$ cat src/inc/pbm_pkg.sv
// Notes on behaviour
// - Ten independent channels, 0 to 9, each with control, pointer and count.
// - Elements move as byte, half-word or word, memory to peripheral or back.
// - One element moves per peripheral request pulse; each further element needs a fresh one.
// - System bus ownership is given up after every single element.
// - Memory accesses raise a bus request and wait for grant before driving.
// - Peripheral data uses the peripheral bus; a simple arbiter shares it with the CPU.
// - Every channel holds a 32-bit memory pointer.
// - Pointer advances by 1, 2 or 4 after each element, by size.
// - Each channel has a 16-bit read/write count, minus one per element.
// - At count zero the channel stops and ignores requests until reloaded.
// - Zero count ignores requests; writing non-zero arms the channel.
// - Reading the count returns the live number of elements left.
// - Rewriting the pointer mid-block makes later elements use the new address.
// - Rewriting the count mid-block makes counting continue from the new value.
// - Block end is a done signal to the peripheral; no status register here.
// - One block carries at most 64 Kbytes.
// - Each channel has a programmable peripheral register address.
// - Direction bit 1 means memory to peripheral, 0 peripheral to memory.
package pbm_pkg;
	localparam int PBM_NUM_CH = 10;
	localparam int PBM_ADDR_W = 12;
	localparam int PBM_COUNT_W = 16;

	// ----------------------------------------
	// Register map
	// ----------------------------------------
	localparam logic [11:0] PBM_REG_BASE = 12'h080;
	localparam logic [11:0] PBM_CH_STRIDE = 12'h010;
	localparam logic [1:0] PBM_FLD_PER_ADDR = 2'h0;
	localparam logic [1:0] PBM_FLD_CONTROL = 2'h1;
	localparam logic [1:0] PBM_FLD_MEM_PTR = 2'h2;
	localparam logic [1:0] PBM_FLD_COUNT = 2'h3;
	localparam logic [31:0] PBM_PER_ADDR_RST = 32'hffe00000;
	localparam logic [2:0] PBM_CONTROL_RST = 3'h0;
	localparam logic [31:0] PBM_MEM_PTR_RST = 32'h00000000;
	localparam logic [15:0] PBM_COUNT_RST = 16'h0000;

	// ----------------------------------------
	// Control fields and sizes
	// ----------------------------------------
	localparam int PBM_DIR_BIT = 0;
	localparam int PBM_SIZE_LSB = 1;
	localparam logic [1:0] PBM_SIZE_BYTE = 2'h0;
	localparam logic [1:0] PBM_SIZE_HALF = 2'h1;
	localparam logic [1:0] PBM_SIZE_WORD = 2'h2;
	localparam logic [31:0] PBM_STEP_BYTE = 32'h1;
	localparam logic [31:0] PBM_STEP_HALF = 32'h2;
	localparam logic [31:0] PBM_STEP_WORD = 32'h4;
	// Largest counts that keep a block within 64 Kbytes
	localparam logic [15:0] PBM_MAX_CNT_BYTE = 16'hffff;
	localparam logic [15:0] PBM_MAX_CNT_HALF = 16'h8000;
	localparam logic [15:0] PBM_MAX_CNT_WORD = 16'h4000;

	localparam logic [1:0] PBM_RESP_OKAY = 2'h0;
	localparam logic [1:0] PBM_RESP_SLVERR = 2'h2;

	typedef enum logic [6:0] {
		PBM_ST_IDLE = 7'b0000001,
		PBM_ST_LOAD = 7'b0000010,
		PBM_ST_BUS_REQ = 7'b0000100,
		PBM_ST_BUS_XFER = 7'b0001000,
		PBM_ST_PER_SETUP = 7'b0010000,
		PBM_ST_PER_ACCESS = 7'b0100000,
		PBM_ST_DONE = 7'b1000000
	} pbm_state_e;
endpackage : pbm_pkg

$ cat src/hdl/pbm_addr_store.sv
`timescale 1ns/1ps
// Peripheral address words, one per channel, two registered read ports
module pbm_addr_store #(
	parameter int DEPTH = 10,
	parameter int IDX_W = 4,
	parameter logic [31:0] RESET_WORD = 32'h0
) (
	// Clock and reset
	input wire logic core_clk,
	input wire logic resetn,
	// Write port
	input wire logic wr_en,
	input wire logic [IDX_W-1:0] wr_idx,
	input wire logic [31:0] wr_data,
	input wire logic [3:0] wr_be,
	// Read ports
	input wire logic [IDX_W-1:0] ra_idx,
	output logic [31:0] ra_data,
	input wire logic [IDX_W-1:0] rb_idx,
	output logic [31:0] rb_data
);
	logic [31:0] mem [DEPTH];

	always_ff @(posedge core_clk) begin
		if (!resetn) begin
			for (int i = 0; i < DEPTH; i++) begin
				mem[i] <= RESET_WORD;
			end
		end else if (wr_en && (int'(wr_idx) < DEPTH)) begin
			for (int b = 0; b < 4; b++) begin
				if (wr_be[b]) begin
					mem[wr_idx][8*b +: 8] <= wr_data[8*b +: 8];
				end
			end
		end
	end

	always_ff @(posedge core_clk) begin
		if (!resetn) begin
			ra_data <= RESET_WORD;
			rb_data <= RESET_WORD;
		end else begin
			ra_data <= (int'(ra_idx) < DEPTH) ? mem[ra_idx] : RESET_WORD;
			rb_data <= (int'(rb_idx) < DEPTH) ? mem[rb_idx] : RESET_WORD;
		end
	end
endmodule : pbm_addr_store

$ cat src/hdl/pbm_mover.sv
// Decided for this implementation: the placing of the registers and the AXI4-Lite interface to the registers.
`timescale 1ns/1ps
module pbm_mover import pbm_pkg::*; #(
	parameter int NUM_CH = PBM_NUM_CH,
	parameter int ADDR_W = PBM_ADDR_W
) (
	// Clock and reset
	input wire logic core_clk,
	input wire logic resetn,
	// Register bus, AXI4-Lite slave
	input wire logic [ADDR_W-1:0] s_axi_awaddr,
	input wire logic s_axi_awvalid,
	output logic s_axi_awready,
	input wire logic [31:0] s_axi_wdata,
	input wire logic [3:0] s_axi_wstrb,
	input wire logic s_axi_wvalid,
	output logic s_axi_wready,
	output logic [1:0] s_axi_bresp,
	output logic s_axi_bvalid,
	input wire logic s_axi_bready,
	input wire logic [ADDR_W-1:0] s_axi_araddr,
	input wire logic s_axi_arvalid,
	output logic s_axi_arready,
	output logic [31:0] s_axi_rdata,
	output logic [1:0] s_axi_rresp,
	output logic s_axi_rvalid,
	input wire logic s_axi_rready,
	// Peripheral requests and block ends
	input wire logic [NUM_CH-1:0] xfer_request,
	output logic [NUM_CH-1:0] block_done_signal,
	// System bus master
	output logic sys_req,
	input wire logic sys_grant,
	output logic sys_valid,
	output logic sys_write,
	output logic [1:0] sys_size,
	output logic [31:0] sys_addr,
	output logic [31:0] sys_wdata,
	input wire logic [31:0] sys_rdata,
	input wire logic sys_ready,
	// Peripheral bus master and arbiter
	input wire logic per_cpu_req,
	output logic per_cpu_gnt,
	output logic per_sel,
	output logic per_enable,
	output logic per_write,
	output logic [31:0] per_addr,
	output logic [31:0] per_wdata,
	input wire logic [31:0] per_rdata
);
	localparam int IDX_W = 4;

	// ----------------------------------------
	// Helpers
	// ----------------------------------------
	// Returns {hit, channel, field}
	function automatic logic [6:0] reg_decode(input logic [ADDR_W-1:0] a);
		logic [ADDR_W-1:0] off;
		logic hit;
		off = a - ADDR_W'(PBM_REG_BASE);
		hit = (a >= ADDR_W'(PBM_REG_BASE)) && (a[1:0] == 2'h0)
			&& (int'(off) < NUM_CH * int'(PBM_CH_STRIDE));
		return {hit, off[7:4], off[3:2]};
	endfunction : reg_decode

	function automatic logic [31:0] size_step(input logic [1:0] sz);
		case (sz)
			PBM_SIZE_BYTE: size_step = PBM_STEP_BYTE;
			PBM_SIZE_HALF: size_step = PBM_STEP_HALF;
			default: size_step = PBM_STEP_WORD;
		endcase
	endfunction : size_step

	function automatic logic [31:0] merge_be(input logic [31:0] old, input logic [31:0] nw,
			input logic [3:0] be);
		for (int b = 0; b < 4; b++) begin
			merge_be[8*b +: 8] = be[b] ? nw[8*b +: 8] : old[8*b +: 8];
		end
	endfunction : merge_be

	// ----------------------------------------
	// State
	// ----------------------------------------
	pbm_state_e state;
	logic [2:0] control [NUM_CH];
	logic [31:0] mem_ptr [NUM_CH];
	logic [PBM_COUNT_W-1:0] count [NUM_CH];
	logic [NUM_CH-1:0] pending;
	logic [IDX_W-1:0] cur_ch;
	logic [31:0] data_buf;
	logic rd_wait;
	logic rd_hit;
	logic [IDX_W-1:0] rd_ch;
	logic [1:0] rd_fld;
	logic [6:0] wr_dec;
	logic [6:0] rd_dec;
	logic wr_fire;
	logic [NUM_CH-1:0] nonzero;
	logic [NUM_CH-1:0] avail;
	logic [IDX_W-1:0] sel_ch;
	logic [31:0] per_addr_rd;
	logic [31:0] per_addr_eng;
	logic cur_dir;
	logic [1:0] cur_size;
	logic [31:0] cur_ptr;
	logic [PBM_COUNT_W-1:0] cur_cnt;
	logic step_done;
	logic [31:0] merged;
	logic [PBM_COUNT_W-1:0] cnt_wr_val;
	logic [31:0] cnt_merged;

	assign wr_dec = reg_decode(s_axi_awaddr);
	assign rd_dec = reg_decode(s_axi_araddr);
	// Write lands at the edge where both address and data are taken
	assign wr_fire = s_axi_awready;
	assign cur_dir = control[cur_ch][PBM_DIR_BIT];
	assign cur_size = control[cur_ch][PBM_SIZE_LSB +: 2];
	assign cur_ptr = mem_ptr[cur_ch];
	assign cur_cnt = count[cur_ch];
	assign step_done = (state == PBM_ST_DONE);
	assign avail = pending & nonzero;

	always_comb begin
		merged = merge_be(mem_ptr[wr_dec[5:2]], s_axi_wdata, s_axi_wstrb);
		cnt_merged = merge_be({16'h0, count[wr_dec[5:2]]}, s_axi_wdata, s_axi_wstrb);
		cnt_wr_val = cnt_merged[PBM_COUNT_W-1:0];
		// counts beyond 64 Kbytes are clamped
		case (control[wr_dec[5:2]][PBM_SIZE_LSB +: 2])
			PBM_SIZE_BYTE: cnt_wr_val = (cnt_wr_val > PBM_MAX_CNT_BYTE) ? PBM_MAX_CNT_BYTE : cnt_wr_val;
			PBM_SIZE_HALF: cnt_wr_val = (cnt_wr_val > PBM_MAX_CNT_HALF) ? PBM_MAX_CNT_HALF : cnt_wr_val;
			default: cnt_wr_val = (cnt_wr_val > PBM_MAX_CNT_WORD) ? PBM_MAX_CNT_WORD : cnt_wr_val;
		endcase
	end

	always_comb begin
		nonzero = '0;
		sel_ch = '0;
		for (int i = 0; i < NUM_CH; i++) begin
			nonzero[i] = (count[i] != PBM_COUNT_RST);
		end
		for (int i = NUM_CH - 1; i >= 0; i--) begin
			if (avail[i]) begin
				sel_ch = IDX_W'(i);
			end
		end
	end

	// ----------------------------------------
	// Register bus
	// ----------------------------------------
	always_ff @(posedge core_clk) begin
		if (!resetn) begin
			s_axi_awready <= 1'b0;
			s_axi_wready <= 1'b0;
			s_axi_bvalid <= 1'b0;
			s_axi_bresp <= PBM_RESP_OKAY;
		end else begin
			s_axi_awready <= s_axi_awvalid && s_axi_wvalid && !s_axi_awready && !s_axi_bvalid;
			s_axi_wready <= s_axi_awvalid && s_axi_wvalid && !s_axi_awready && !s_axi_bvalid;
			if (wr_fire) begin
				s_axi_bvalid <= 1'b1;
				s_axi_bresp <= wr_dec[6] ? PBM_RESP_OKAY : PBM_RESP_SLVERR;
			end else if (s_axi_bready) begin
				s_axi_bvalid <= 1'b0;
			end
		end
	end

	always_ff @(posedge core_clk) begin
		if (!resetn) begin
			s_axi_arready <= 1'b0;
			s_axi_rvalid <= 1'b0;
			s_axi_rdata <= 32'h0;
			s_axi_rresp <= PBM_RESP_OKAY;
			rd_wait <= 1'b0;
			rd_hit <= 1'b0;
			rd_ch <= '0;
			rd_fld <= PBM_FLD_PER_ADDR;
		end else begin
			s_axi_arready <= s_axi_arvalid && !s_axi_arready && !rd_wait && !s_axi_rvalid;
			rd_wait <= s_axi_arready;
			if (s_axi_arready) begin
				rd_hit <= rd_dec[6];
				rd_ch <= rd_dec[5:2];
				rd_fld <= rd_dec[1:0];
			end
			if (rd_wait) begin
				s_axi_rvalid <= 1'b1;
				s_axi_rresp <= rd_hit ? PBM_RESP_OKAY : PBM_RESP_SLVERR;
				if (!rd_hit) begin
					s_axi_rdata <= 32'h0;
				end else begin
					case (rd_fld)
						PBM_FLD_PER_ADDR: s_axi_rdata <= per_addr_rd;
						PBM_FLD_CONTROL: s_axi_rdata <= {29'h0, control[rd_ch]};
						PBM_FLD_MEM_PTR: s_axi_rdata <= mem_ptr[rd_ch];
						default: s_axi_rdata <= {16'h0, count[rd_ch]};
					endcase
				end
			end else if (s_axi_rready) begin
				s_axi_rvalid <= 1'b0;
			end
		end
	end

	pbm_addr_store #(
		.DEPTH(NUM_CH),
		.IDX_W(IDX_W),
		.RESET_WORD(PBM_PER_ADDR_RST)
	) u_addr_store (
		.core_clk(core_clk),
		.resetn(resetn),
		.wr_en(wr_fire && wr_dec[6] && (wr_dec[1:0] == PBM_FLD_PER_ADDR)),
		.wr_idx(wr_dec[5:2]),
		.wr_data(s_axi_wdata),
		.wr_be(s_axi_wstrb),
		.ra_idx(rd_dec[5:2]),
		.ra_data(per_addr_rd),
		.rb_idx(cur_ch),
		.rb_data(per_addr_eng)
	);

	// ----------------------------------------
	// Channel registers
	// ----------------------------------------
	always_ff @(posedge core_clk) begin
		for (int i = 0; i < NUM_CH; i++) begin
			if (!resetn) begin
				control[i] <= PBM_CONTROL_RST;
				mem_ptr[i] <= PBM_MEM_PTR_RST;
				count[i] <= PBM_COUNT_RST;
			end else begin
				if (wr_fire && wr_dec[6] && wr_dec[5:2] == IDX_W'(i)
						&& wr_dec[1:0] == PBM_FLD_CONTROL && s_axi_wstrb[0]) begin
					control[i] <= s_axi_wdata[2:0];
				end
				// software write takes over the live pointer
				if (wr_fire && wr_dec[6] && wr_dec[5:2] == IDX_W'(i)
						&& wr_dec[1:0] == PBM_FLD_MEM_PTR) begin
					mem_ptr[i] <= merged;
				end else if (step_done && cur_ch == IDX_W'(i)) begin
					mem_ptr[i] <= mem_ptr[i] + size_step(control[i][PBM_SIZE_LSB +: 2]);
				end
				// software write takes over the live count
				if (wr_fire && wr_dec[6] && wr_dec[5:2] == IDX_W'(i)
						&& wr_dec[1:0] == PBM_FLD_COUNT) begin
					count[i] <= cnt_wr_val;
				end else if (step_done && cur_ch == IDX_W'(i) && nonzero[i]) begin
					count[i] <= count[i] - 16'h1;
				end
			end
		end
	end

	// ----------------------------------------
	// Requests and block end
	// ----------------------------------------
	always_ff @(posedge core_clk) begin
		if (!resetn) begin
			pending <= '0;
		end else begin
			for (int i = 0; i < NUM_CH; i++) begin
				// zero count drops requests; a new pulse beats the clear
				pending[i] <= ((pending[i] && !(step_done && cur_ch == IDX_W'(i)))
					|| xfer_request[i]) && nonzero[i];
			end
		end
	end

	always_ff @(posedge core_clk) begin
		if (!resetn) begin
			block_done_signal <= '0;
		end else begin
			for (int i = 0; i < NUM_CH; i++) begin
				// pulse when the last element completes
				block_done_signal[i] <= step_done && cur_ch == IDX_W'(i)
					&& count[i] == 16'h1
					&& !(wr_fire && wr_dec[6] && wr_dec[5:2] == IDX_W'(i)
					&& wr_dec[1:0] == PBM_FLD_COUNT);
			end
		end
	end

	// ----------------------------------------
	// Transfer engine
	// ----------------------------------------
	always_ff @(posedge core_clk) begin
		if (!resetn) begin
			state <= PBM_ST_IDLE;
			cur_ch <= '0;
			data_buf <= 32'h0;
			sys_req <= 1'b0;
			sys_valid <= 1'b0;
			sys_write <= 1'b0;
			sys_size <= PBM_SIZE_BYTE;
			sys_addr <= 32'h0;
			sys_wdata <= 32'h0;
			per_cpu_gnt <= 1'b1;
			per_sel <= 1'b0;
			per_enable <= 1'b0;
			per_write <= 1'b0;
			per_addr <= 32'h0;
			per_wdata <= 32'h0;
		end else begin
			case (state)
				PBM_ST_IDLE: begin
					if (|avail) begin
						cur_ch <= sel_ch;
						state <= PBM_ST_LOAD;
					end
				end
				PBM_ST_LOAD: begin
					// direction picks which side goes first
					if (cur_dir) begin
						state <= PBM_ST_BUS_REQ;
						sys_req <= 1'b1;
					end else begin
						state <= PBM_ST_PER_SETUP;
					end
				end
				PBM_ST_BUS_REQ: begin
					if (sys_grant) begin
						sys_valid <= 1'b1;
						sys_write <= !cur_dir;
						sys_size <= cur_size;
						sys_addr <= cur_ptr;
						sys_wdata <= data_buf;
						state <= PBM_ST_BUS_XFER;
					end
				end
				PBM_ST_BUS_XFER: begin
					if (sys_ready) begin
						// bus let go after each element
						sys_valid <= 1'b0;
						sys_req <= 1'b0;
						if (cur_dir) begin
							data_buf <= sys_rdata;
							state <= PBM_ST_PER_SETUP;
						end else begin
							state <= PBM_ST_DONE;
						end
					end
				end
				PBM_ST_PER_SETUP: begin
					// the CPU keeps the peripheral bus while it asks
					if (!per_cpu_req) begin
						per_cpu_gnt <= 1'b0;
						per_sel <= 1'b1;
						per_write <= cur_dir;
						per_addr <= per_addr_eng;
						per_wdata <= data_buf;
						state <= PBM_ST_PER_ACCESS;
					end
				end
				PBM_ST_PER_ACCESS: begin
					if (!per_enable) begin
						per_enable <= 1'b1;
					end else begin
						per_sel <= 1'b0;
						per_enable <= 1'b0;
						per_cpu_gnt <= 1'b1;
						if (cur_dir) begin
							state <= PBM_ST_DONE;
						end else begin
							data_buf <= per_rdata;
							sys_req <= 1'b1;
							state <= PBM_ST_BUS_REQ;
						end
					end
				end
				PBM_ST_DONE: begin
					state <= PBM_ST_IDLE;
				end
				default: begin
					state <= PBM_ST_IDLE;
				end
			endcase
		end
	end

	// ----------------------------------------
	// Checks
	// ----------------------------------------
	a_bus_released: assert property (
		@(posedge core_clk) disable iff (!resetn)
		(state == PBM_ST_DONE) |-> !sys_req && !sys_valid)
		else $error("system bus held past an element");

	a_grant_first: assert property (
		@(posedge core_clk) disable iff (!resetn)
		$rose(sys_valid) |-> sys_req && $past(sys_grant))
		else $error("system access driven without grant");

	a_ptr_step: assert property (
		@(posedge core_clk) disable iff (!resetn)
		(state == PBM_ST_DONE && !wr_fire) |=> cur_ptr == $past(cur_ptr) + size_step($past(cur_size)))
		else $error("pointer did not advance by element size");

	a_cnt_dec: assert property (
		@(posedge core_clk) disable iff (!resetn)
		(state == PBM_ST_DONE && !wr_fire && cur_cnt != 16'h0) |=> cur_cnt == $past(cur_cnt) - 16'h1)
		else $error("count did not drop by one");

	a_zero_ignored: assert property (
		@(posedge core_clk) disable iff (!resetn)
		(state == PBM_ST_IDLE && avail == '0) |=> state == PBM_ST_IDLE)
		else $error("transfer began without an armed request");

	a_done_pulse: assert property (
		@(posedge core_clk) disable iff (!resetn)
		(|block_done_signal) |-> $past(state) == PBM_ST_DONE && $past(cur_cnt) == 16'h1)
		else $error("block end signalled at the wrong time");

	a_one_element: assert property (
		@(posedge core_clk) disable iff (!resetn)
		(state == PBM_ST_DONE && !xfer_request[cur_ch])
			|=> state == PBM_ST_IDLE && !pending[cur_ch])
		else $error("request not retired after one element");

	a_lowest_first: assert property (
		@(posedge core_clk) disable iff (!resetn)
		(state == PBM_ST_IDLE && avail[0]) |=> state == PBM_ST_LOAD && cur_ch == 4'h0)
		else $error("channel zero not served first");

	a_per_owner: assert property (
		@(posedge core_clk) disable iff (!resetn)
		per_sel |-> !per_cpu_gnt ##1 (per_sel && per_enable) || !per_sel)
		else $error("peripheral bus shared during an access");
endmodule : pbm_mover

$ cat config.mk
export PLATFORM = sky130hd
export DESIGN_NAME = pbm_mover
export DESIGN_NICKNAME = d
export VERILOG_FILES = /design/src/inc/pbm_pkg.sv /design/src/hdl/pbm_addr_store.sv /design/src/hdl/pbm_mover.sv
export SDC_FILE = /design/constraint.sdc
export NUM_CORES = 2
export LEC_CHECK = 0
export ABC_AREA = 0
export ABC_CLOCK_PERIOD_IN_PS = 4750
export BUFFER_PORTS_ARGS = -buffer_cell sky130_fd_sc_hd__buf_2
export CAP_MARGIN = 10
export CORE_MARGIN = 2
export CORE_UTILIZATION = 60
export CTS_CLUSTER_DIAMETER = 150
export DETAILED_ROUTE_END_ITERATION = 8
export GPL_TIMING_DRIVEN = 0
export PLACE_DENSITY = 0.84
export RECOVER_POWER = 100
export SLEW_MARGIN = 20
export SYNTH_ARGS = -nofsm -noshare
export SYNTH_HDL_FRONTEND = slang
export SYNTH_SLANG_ARGS = --single-unit
$ cat constraint.sdc
create_clock -name core_clk -period 4.75 [get_ports core_clk]
set_input_delay 0.475 -clock core_clk [delete_from_list [all_inputs] [get_ports core_clk]]
set_output_delay 0.475 -clock core_clk [all_outputs]
set_load 0.02 [all_outputs]
==> After elaboration in Yosys (flattened, before gate mapping) <==
Memory sizes are Yosys's and may differ from the RTL's. A register that Yosys moved wholly into a read port is not among the register bits.
Cells that the tools add are included.
{ "word_totals": {"mem_bits_ro": 0, "input_bits": 144, "latch_bits": 0, "ram_bits": 830, "output_inout_bits": 188, "mem_count": 4, "regBits": 216} }
{ "memory_table": {"columns": ["memory", "words", "width", "read_ports", "rd_ports_with_merged_regs", "wr", "line_no", "rtl"], "rows": [
  ["mem_ptr", 10, 32, 13, 2, 10, "pbm_mover.sv:86", "logic [31:0] mem_ptr [NUM_CH];"],
  ["u_addr_store.mem", 10, 32, 2, 2, 10, "pbm_addr_store.sv:22", "logic [31:0] mem [DEPTH];"],
  ["count", 10, 16, 12, 1, 10, "pbm_mover.sv:87", "logic [PBM_COUNT_W-1:0] count [NUM_CH];"],
  ["control", 10, 3, 13, 2, 10, "pbm_mover.sv:85", "logic [2:0] control [NUM_CH];"]
]} }
{ "classes": {"n_mux": 344, "n_bitwise": 52, "div": 0, "reduce_logical": 207, "n_eq_ne": 59, "n_addsub": 22, "n_mul": 0, "n_shift": 0, "order_cmp": 10} }
{ "op_table": {"columns": ["op", "n"], "rows": [
  ["$mux W32", 56],
  ["$mux W16", 23],
  ["$add A32 B32 Y32", 10],
  ["$mux W1", 201],
  ["$eq A16 B1 Y1 const B", 10],
  ["$reduce_bool A16 Y1", 10],
  ["$sub A16 B1 Y16 const B", 10],
  ["$logic_and A1 B1 Y1", 123],
  ["$pmux W32 S3", 1],
  ["$mux W4", 20],
  ["$pmux W32 S2", 1],
  ["$pmux W3 S2", 10],
  ["$or A1 B1 Y1", 50],
  ["$mux W7", 7],
  ["$mux W8", 6],
  ["$pmux W7 S6", 1],
  ["$eq A4 B3 Y1 const B", 8],
  ["$gt A16 B16 Y1 const B", 2],
  ["$pmux W16 S2", 1],
  ["$reduce_or A32 Y1", 1],
  ["$logic_not A2 Y1", 15],
  ["$mux W3", 10],
  ["$logic_not A1 Y1", 29],
  ["$eq A2 B1 Y1 const B", 13],
  ["other kinds (31)", 76]
]} }

==> Longest topological paths before layout <==
An unclocked memory read counts as a cell.
{ "depth": {"ltp_word": 15, "mapped_depth": 14, "mapped_depth_nobuf": 12} }

==> Cells and area by module <==
A second synthesis with hierarchy kept.
{ "unflattened": {"cells_unflattened": 6443, "hier_area_um2": 68943.6} }
{ "modules_own_cells": {"columns": ["module", "area_each_um2", "n_inst", "seq_area_each_um2", "cells_each"], "rows": [
  ["pbm_mover", 49623.8, 1, 20399.6, 4935],
  ["pbm_addr_store", 19319.8, 1, 10890.4, 1508]
]} }

==> Worst setup path after synthesis <==
No wires, ideal clock.
{ "synth_timing": {"path_kind": "in2reg", "start": "input s_axi_awaddr[7]", "end": "memory mem_ptr[5][0] (enable)", "path_stages": 9, "t_required_ns": 4.319, "t_arrival_ns": 3.948, "n_path_buf": 2, "slack_ns": 0.371, "cell_sequence": "buf_2 > clkinv_1 > ha_1 > nor4b_1 > nand2_1 > nor3_1 > buf_2 > nand3_1 > o211ai_1"} }
{ "synth_lines": {"columns": ["item", "line_no", "rtl"], "rows": [
  ["from (decl)", "pbm_mover.sv:11", "input wire logic [ADDR_W-1:0] s_axi_awaddr,"],
  ["to (decl)", "pbm_mover.sv:86", null]
]} }

==> out/results.ini <==
[finish]
area_growth_pct = 12.92
drive_gt1_share_pct = 15.93
filler_cell_count = 8498
multi_input_area_um2 = 35290
register_area_um2 = 31590
instances_no_fill = 8585
nNetsFinal = 7155

[clock_network]
cts_num_sinks = 1158
clk_path_buf_depth = 3
clock-root-buffer = clkbuf_16
clk_latency_ns = 0.79
cts_max_level = 3
cts_tree = done
cts_buffers = 121
path_clk_slew_ns = 0.07

[sta]
finalSetupTns_ns = -3.928
timing.final.crit_share_pct = 103.2
finalSetupViolations = 122
fmax_ghz = 0.2040
worst_slack_ns = -0.1513
finalClockSkew_ns = 0.04950
timing.hold.ws_ns = 0.01170
slew_headroom_pct = -10.29
worst-slew-pin-transition_ns = 1.654
hold_violations = 0
slew_violations = 12
min_period_ns = 4.901
rsz0062_at_grt = true

[routing]
drtPass1Iterations = 9
drc = 1
wl_um = 301300
antenna_left = 0
routed_via_density = 7.449
num_vias = 63950
wl_per_cell_um = 35.09
drtIter0Drc = 11800

[floorplan]
io-pin-count = 332
die_h_um = 343.5
start_util_pct = 60.49
die_w_um = 343.5
rows = 124
die-area_um2 = 118000
fp.coreArea_um2 = 114300

[setup_path]
cp_max_fo = 10
rr_endpoint = count[7][0]$_DFFE_PP_
required_ns = 5.21
endpoint = mem_ptr[2][4]$_DFFE_PP_
worst_r2r_path_depth = 10
timing.rr.start = count[5][11]$_DFFE_PP_
critPathCaptureType = register
critPathKind = in -> reg
rrSetupSlack_ns = -0.06
crit_path_start = s_axi_awaddr[7]
critPathLaunchType = input pin
arrival_ns = 5.37

[yosys]
ys_warn_count = 0
ys_seq_elements = 1158
synth_edf_count = 840
syn_area_per_cell_um2 = 10.86
synth-async-reset-ratio_pct = 0
synthCells = 6368
synth_top_area_share_pct = 36.47
ys_types = 91
synthFlopType = edfxtp_1
syn_area_um2 = 69170
synth_top_area_cell = edfxtp_1
synth.yosys.seq_area_share_pct = 45.67
synth.area.top_cells = edfxtp_1 36%, mux4_2 12%, dfxtp_1 9.2%

[power_and_ir_drop]
p_total_mw = 25.69
power_density_nw_per_um2 = 328.8
vdd_drop_max_v = 0.0003443
leakage_nw = 25.55

[global_route]
grt_pass1_vias = 59570
antenna_found_initial = 40
grt_first_pass_wirelength_um = 416900
grt_max_degree = 27
grt_overflow = 0
grtUsageTotal_pct = 49.64

[placed_design]
dpl.cell_count = 8253
gp_congestion = 1.093
place_hpwl_um = 229900
io_buffers = 318
dp_slack_ns = -1.340

[job]
cap_violations = 2

[status]
violations = design-rule violations, max-capacitance violations, max-slew violations, negative setup slack
status = finished, violations left

[hold_path]
hold_path.class = in -> reg
min_from = s_axi_rready

cells in the mapped netlist (all sizes together), types with 16 or more instances:
master and count:
a211oi 116, a21oi 251, a22oi 73, a311oi 63, a31oi 31, and2 40, and3 63, and4 24
buf 162, clkbuf 304, dfxtp 318, edfxtp 840, ha 52, inv 126, mux2 101, mux2i 242
mux4 379, nand2 758, nand2b 52, nand3 193, nand3b 19, nand4 91, nor2 588, nor2b 112
nor3 78, nor4 64, o21ai 102, o22ai 460, o311a 21, or2 25, or3 21, or4 16
xnor2 168, xor2 266
sequential cells by signal, summed over array words and instances, names as in the netlist, 7 cells and up, named ones only:
signal	flops
block_done_signal	10
control	30
count	160
data_buf	32
mem_ptr	320
pending	10
per_addr	32
per_wdata	32
s_axi_rdata	32
state	7
sys_addr	32
sys_wdata	32
u_addr_store.mem	330
u_addr_store.ra_data	32
u_addr_store.rb_data	32
routing by layer:
| metal | vias up | track usage, % | wire [µm] |
|---|---|---|---|
| li1 | 25330 | - | - |
| met1 | 30910 | 61.40 | 98210 |
| met2 | 6284 | 69.35 | 122600 |
| met3 | 1367 | 22.59 | 53820 |
| met4 | 52 | 33.55 | 25880 |
| met5 | - | 2.244 | 737 |
kinds of logic after synthesis:
family | after synthesis | share of synthesized area, %
AND/OR/NAND/NOR | 2175 | 14.80
AO/OA/AOI/OAI | 1223 | 11.72
flip-flops | 1158 | 45.67
multiplexers | 722 | 17.49
buffers and inverters | 593 | 3.582
XOR/XNOR | 434 | 5.495
adder cells (fa/ha/maj) | 62 | 1.230
other | 1 | 0.005422
placed cells by master (no fill, tap or decap), types with 29 or more instances in the layout:
cell	count
a211oi_1	112
a21oi_1	217
a21oi_2	34
a22oi_1	73
a311oi_1	63
a31oi_1	29
and2_1	39
and3_1	63
buf_1	40
buf_2	215
buf_4	67
clkbuf_1	503
clkbuf_16	127
dfxtp_1	318
dlygate4sd3_1	73
edfxtp_1	840
ha_1	52
inv_1	126
mux2_2	98
mux2i_1	241
mux4_2	379
nand2_1	754
nand2b_1	52
nand3_1	189
nand4_1	91
nor2_1	578
nor2b_1	111
nor3_1	72
nor4_1	58
o21ai_0	85
o22ai_1	450
xnor2_1	168
xor2_1	266
stage by stage:
step           instance area, µm²  utilization (%)
6_report                    78110            68.31
5_1_grt                     78070            68.28
4_1_cts                     78140            68.34
3_5_place_dp                73160            63.99
3_3_place_gp                72690            63.57
2_1_floorplan               69210                -
where the power goes:
| group | switching [mW] | internal [mW] | leakage (nW) | total (mW) |
|---|---|---|---|---|
| clock network | 4.52 | 5.62 | 2.03 | 10.1 |
| logic | 2.69 | 1.34 | 12.6 | 4.03 |
| registers | 0.416 | 11.1 | 10.9 | 11.5 |
| total | 7.63 | 18.1 | 25.6 | 25.7 |
how the worst min path moves through the flow:
stage	end	slack, ns	cells past startpoint
CTS	s_axi_rvalid$_SDFFE_PN0P_	0.0002	4
global placement	per_addr[31]$_SDFFE_PN0P_	0.42	2
finish	s_axi_rvalid$_SDFFE_PN0P_	0.01	4
detailed placement	per_addr[24]$_SDFFE_PN0P_	0.43	2
floorplan	per_addr[0]$_SDFFE_PN0P_	0.42	2
global route	pending[5]$_SDFF_PN0_	0.04	3
layout make-up:
class / instances / area share, %
Antenna cell: 18 / 0.05767
Sequential cell: 1158 / 40.44
Timing Repair Buffer: 450 / 3.335
Buffer: 463 / 2.600
Inverter: 127 / 0.6119
Multi-Input combinational cell: 4628 / 45.18
Clock buffer: 173 / 4.538
Clock inverter: 56 / 0.8122
Tap cell: 1512 / 2.422
repair_timing:
action	CTS	global route
hold buffers	73	0
endpoints found under the setup margin	525	289
pin swaps	1	2
resized for setup	11	23
setup buffers	4	10
hold endpoints to repair	40	0
worst max-delay path, cell delays in order:
cell and delay [ns]:
buf_2 0.26, buf_2 0.44, clkinv_2 0.39, ha_1 0.39, nor4b_1 0.22, nand2_1 0.38
nor3_2 0.75, nand2_1 0.40, o21ai_1 0.88, clkbuf_1 0.55, o22ai_1 0.20
(Power assumes the default switching activity.)
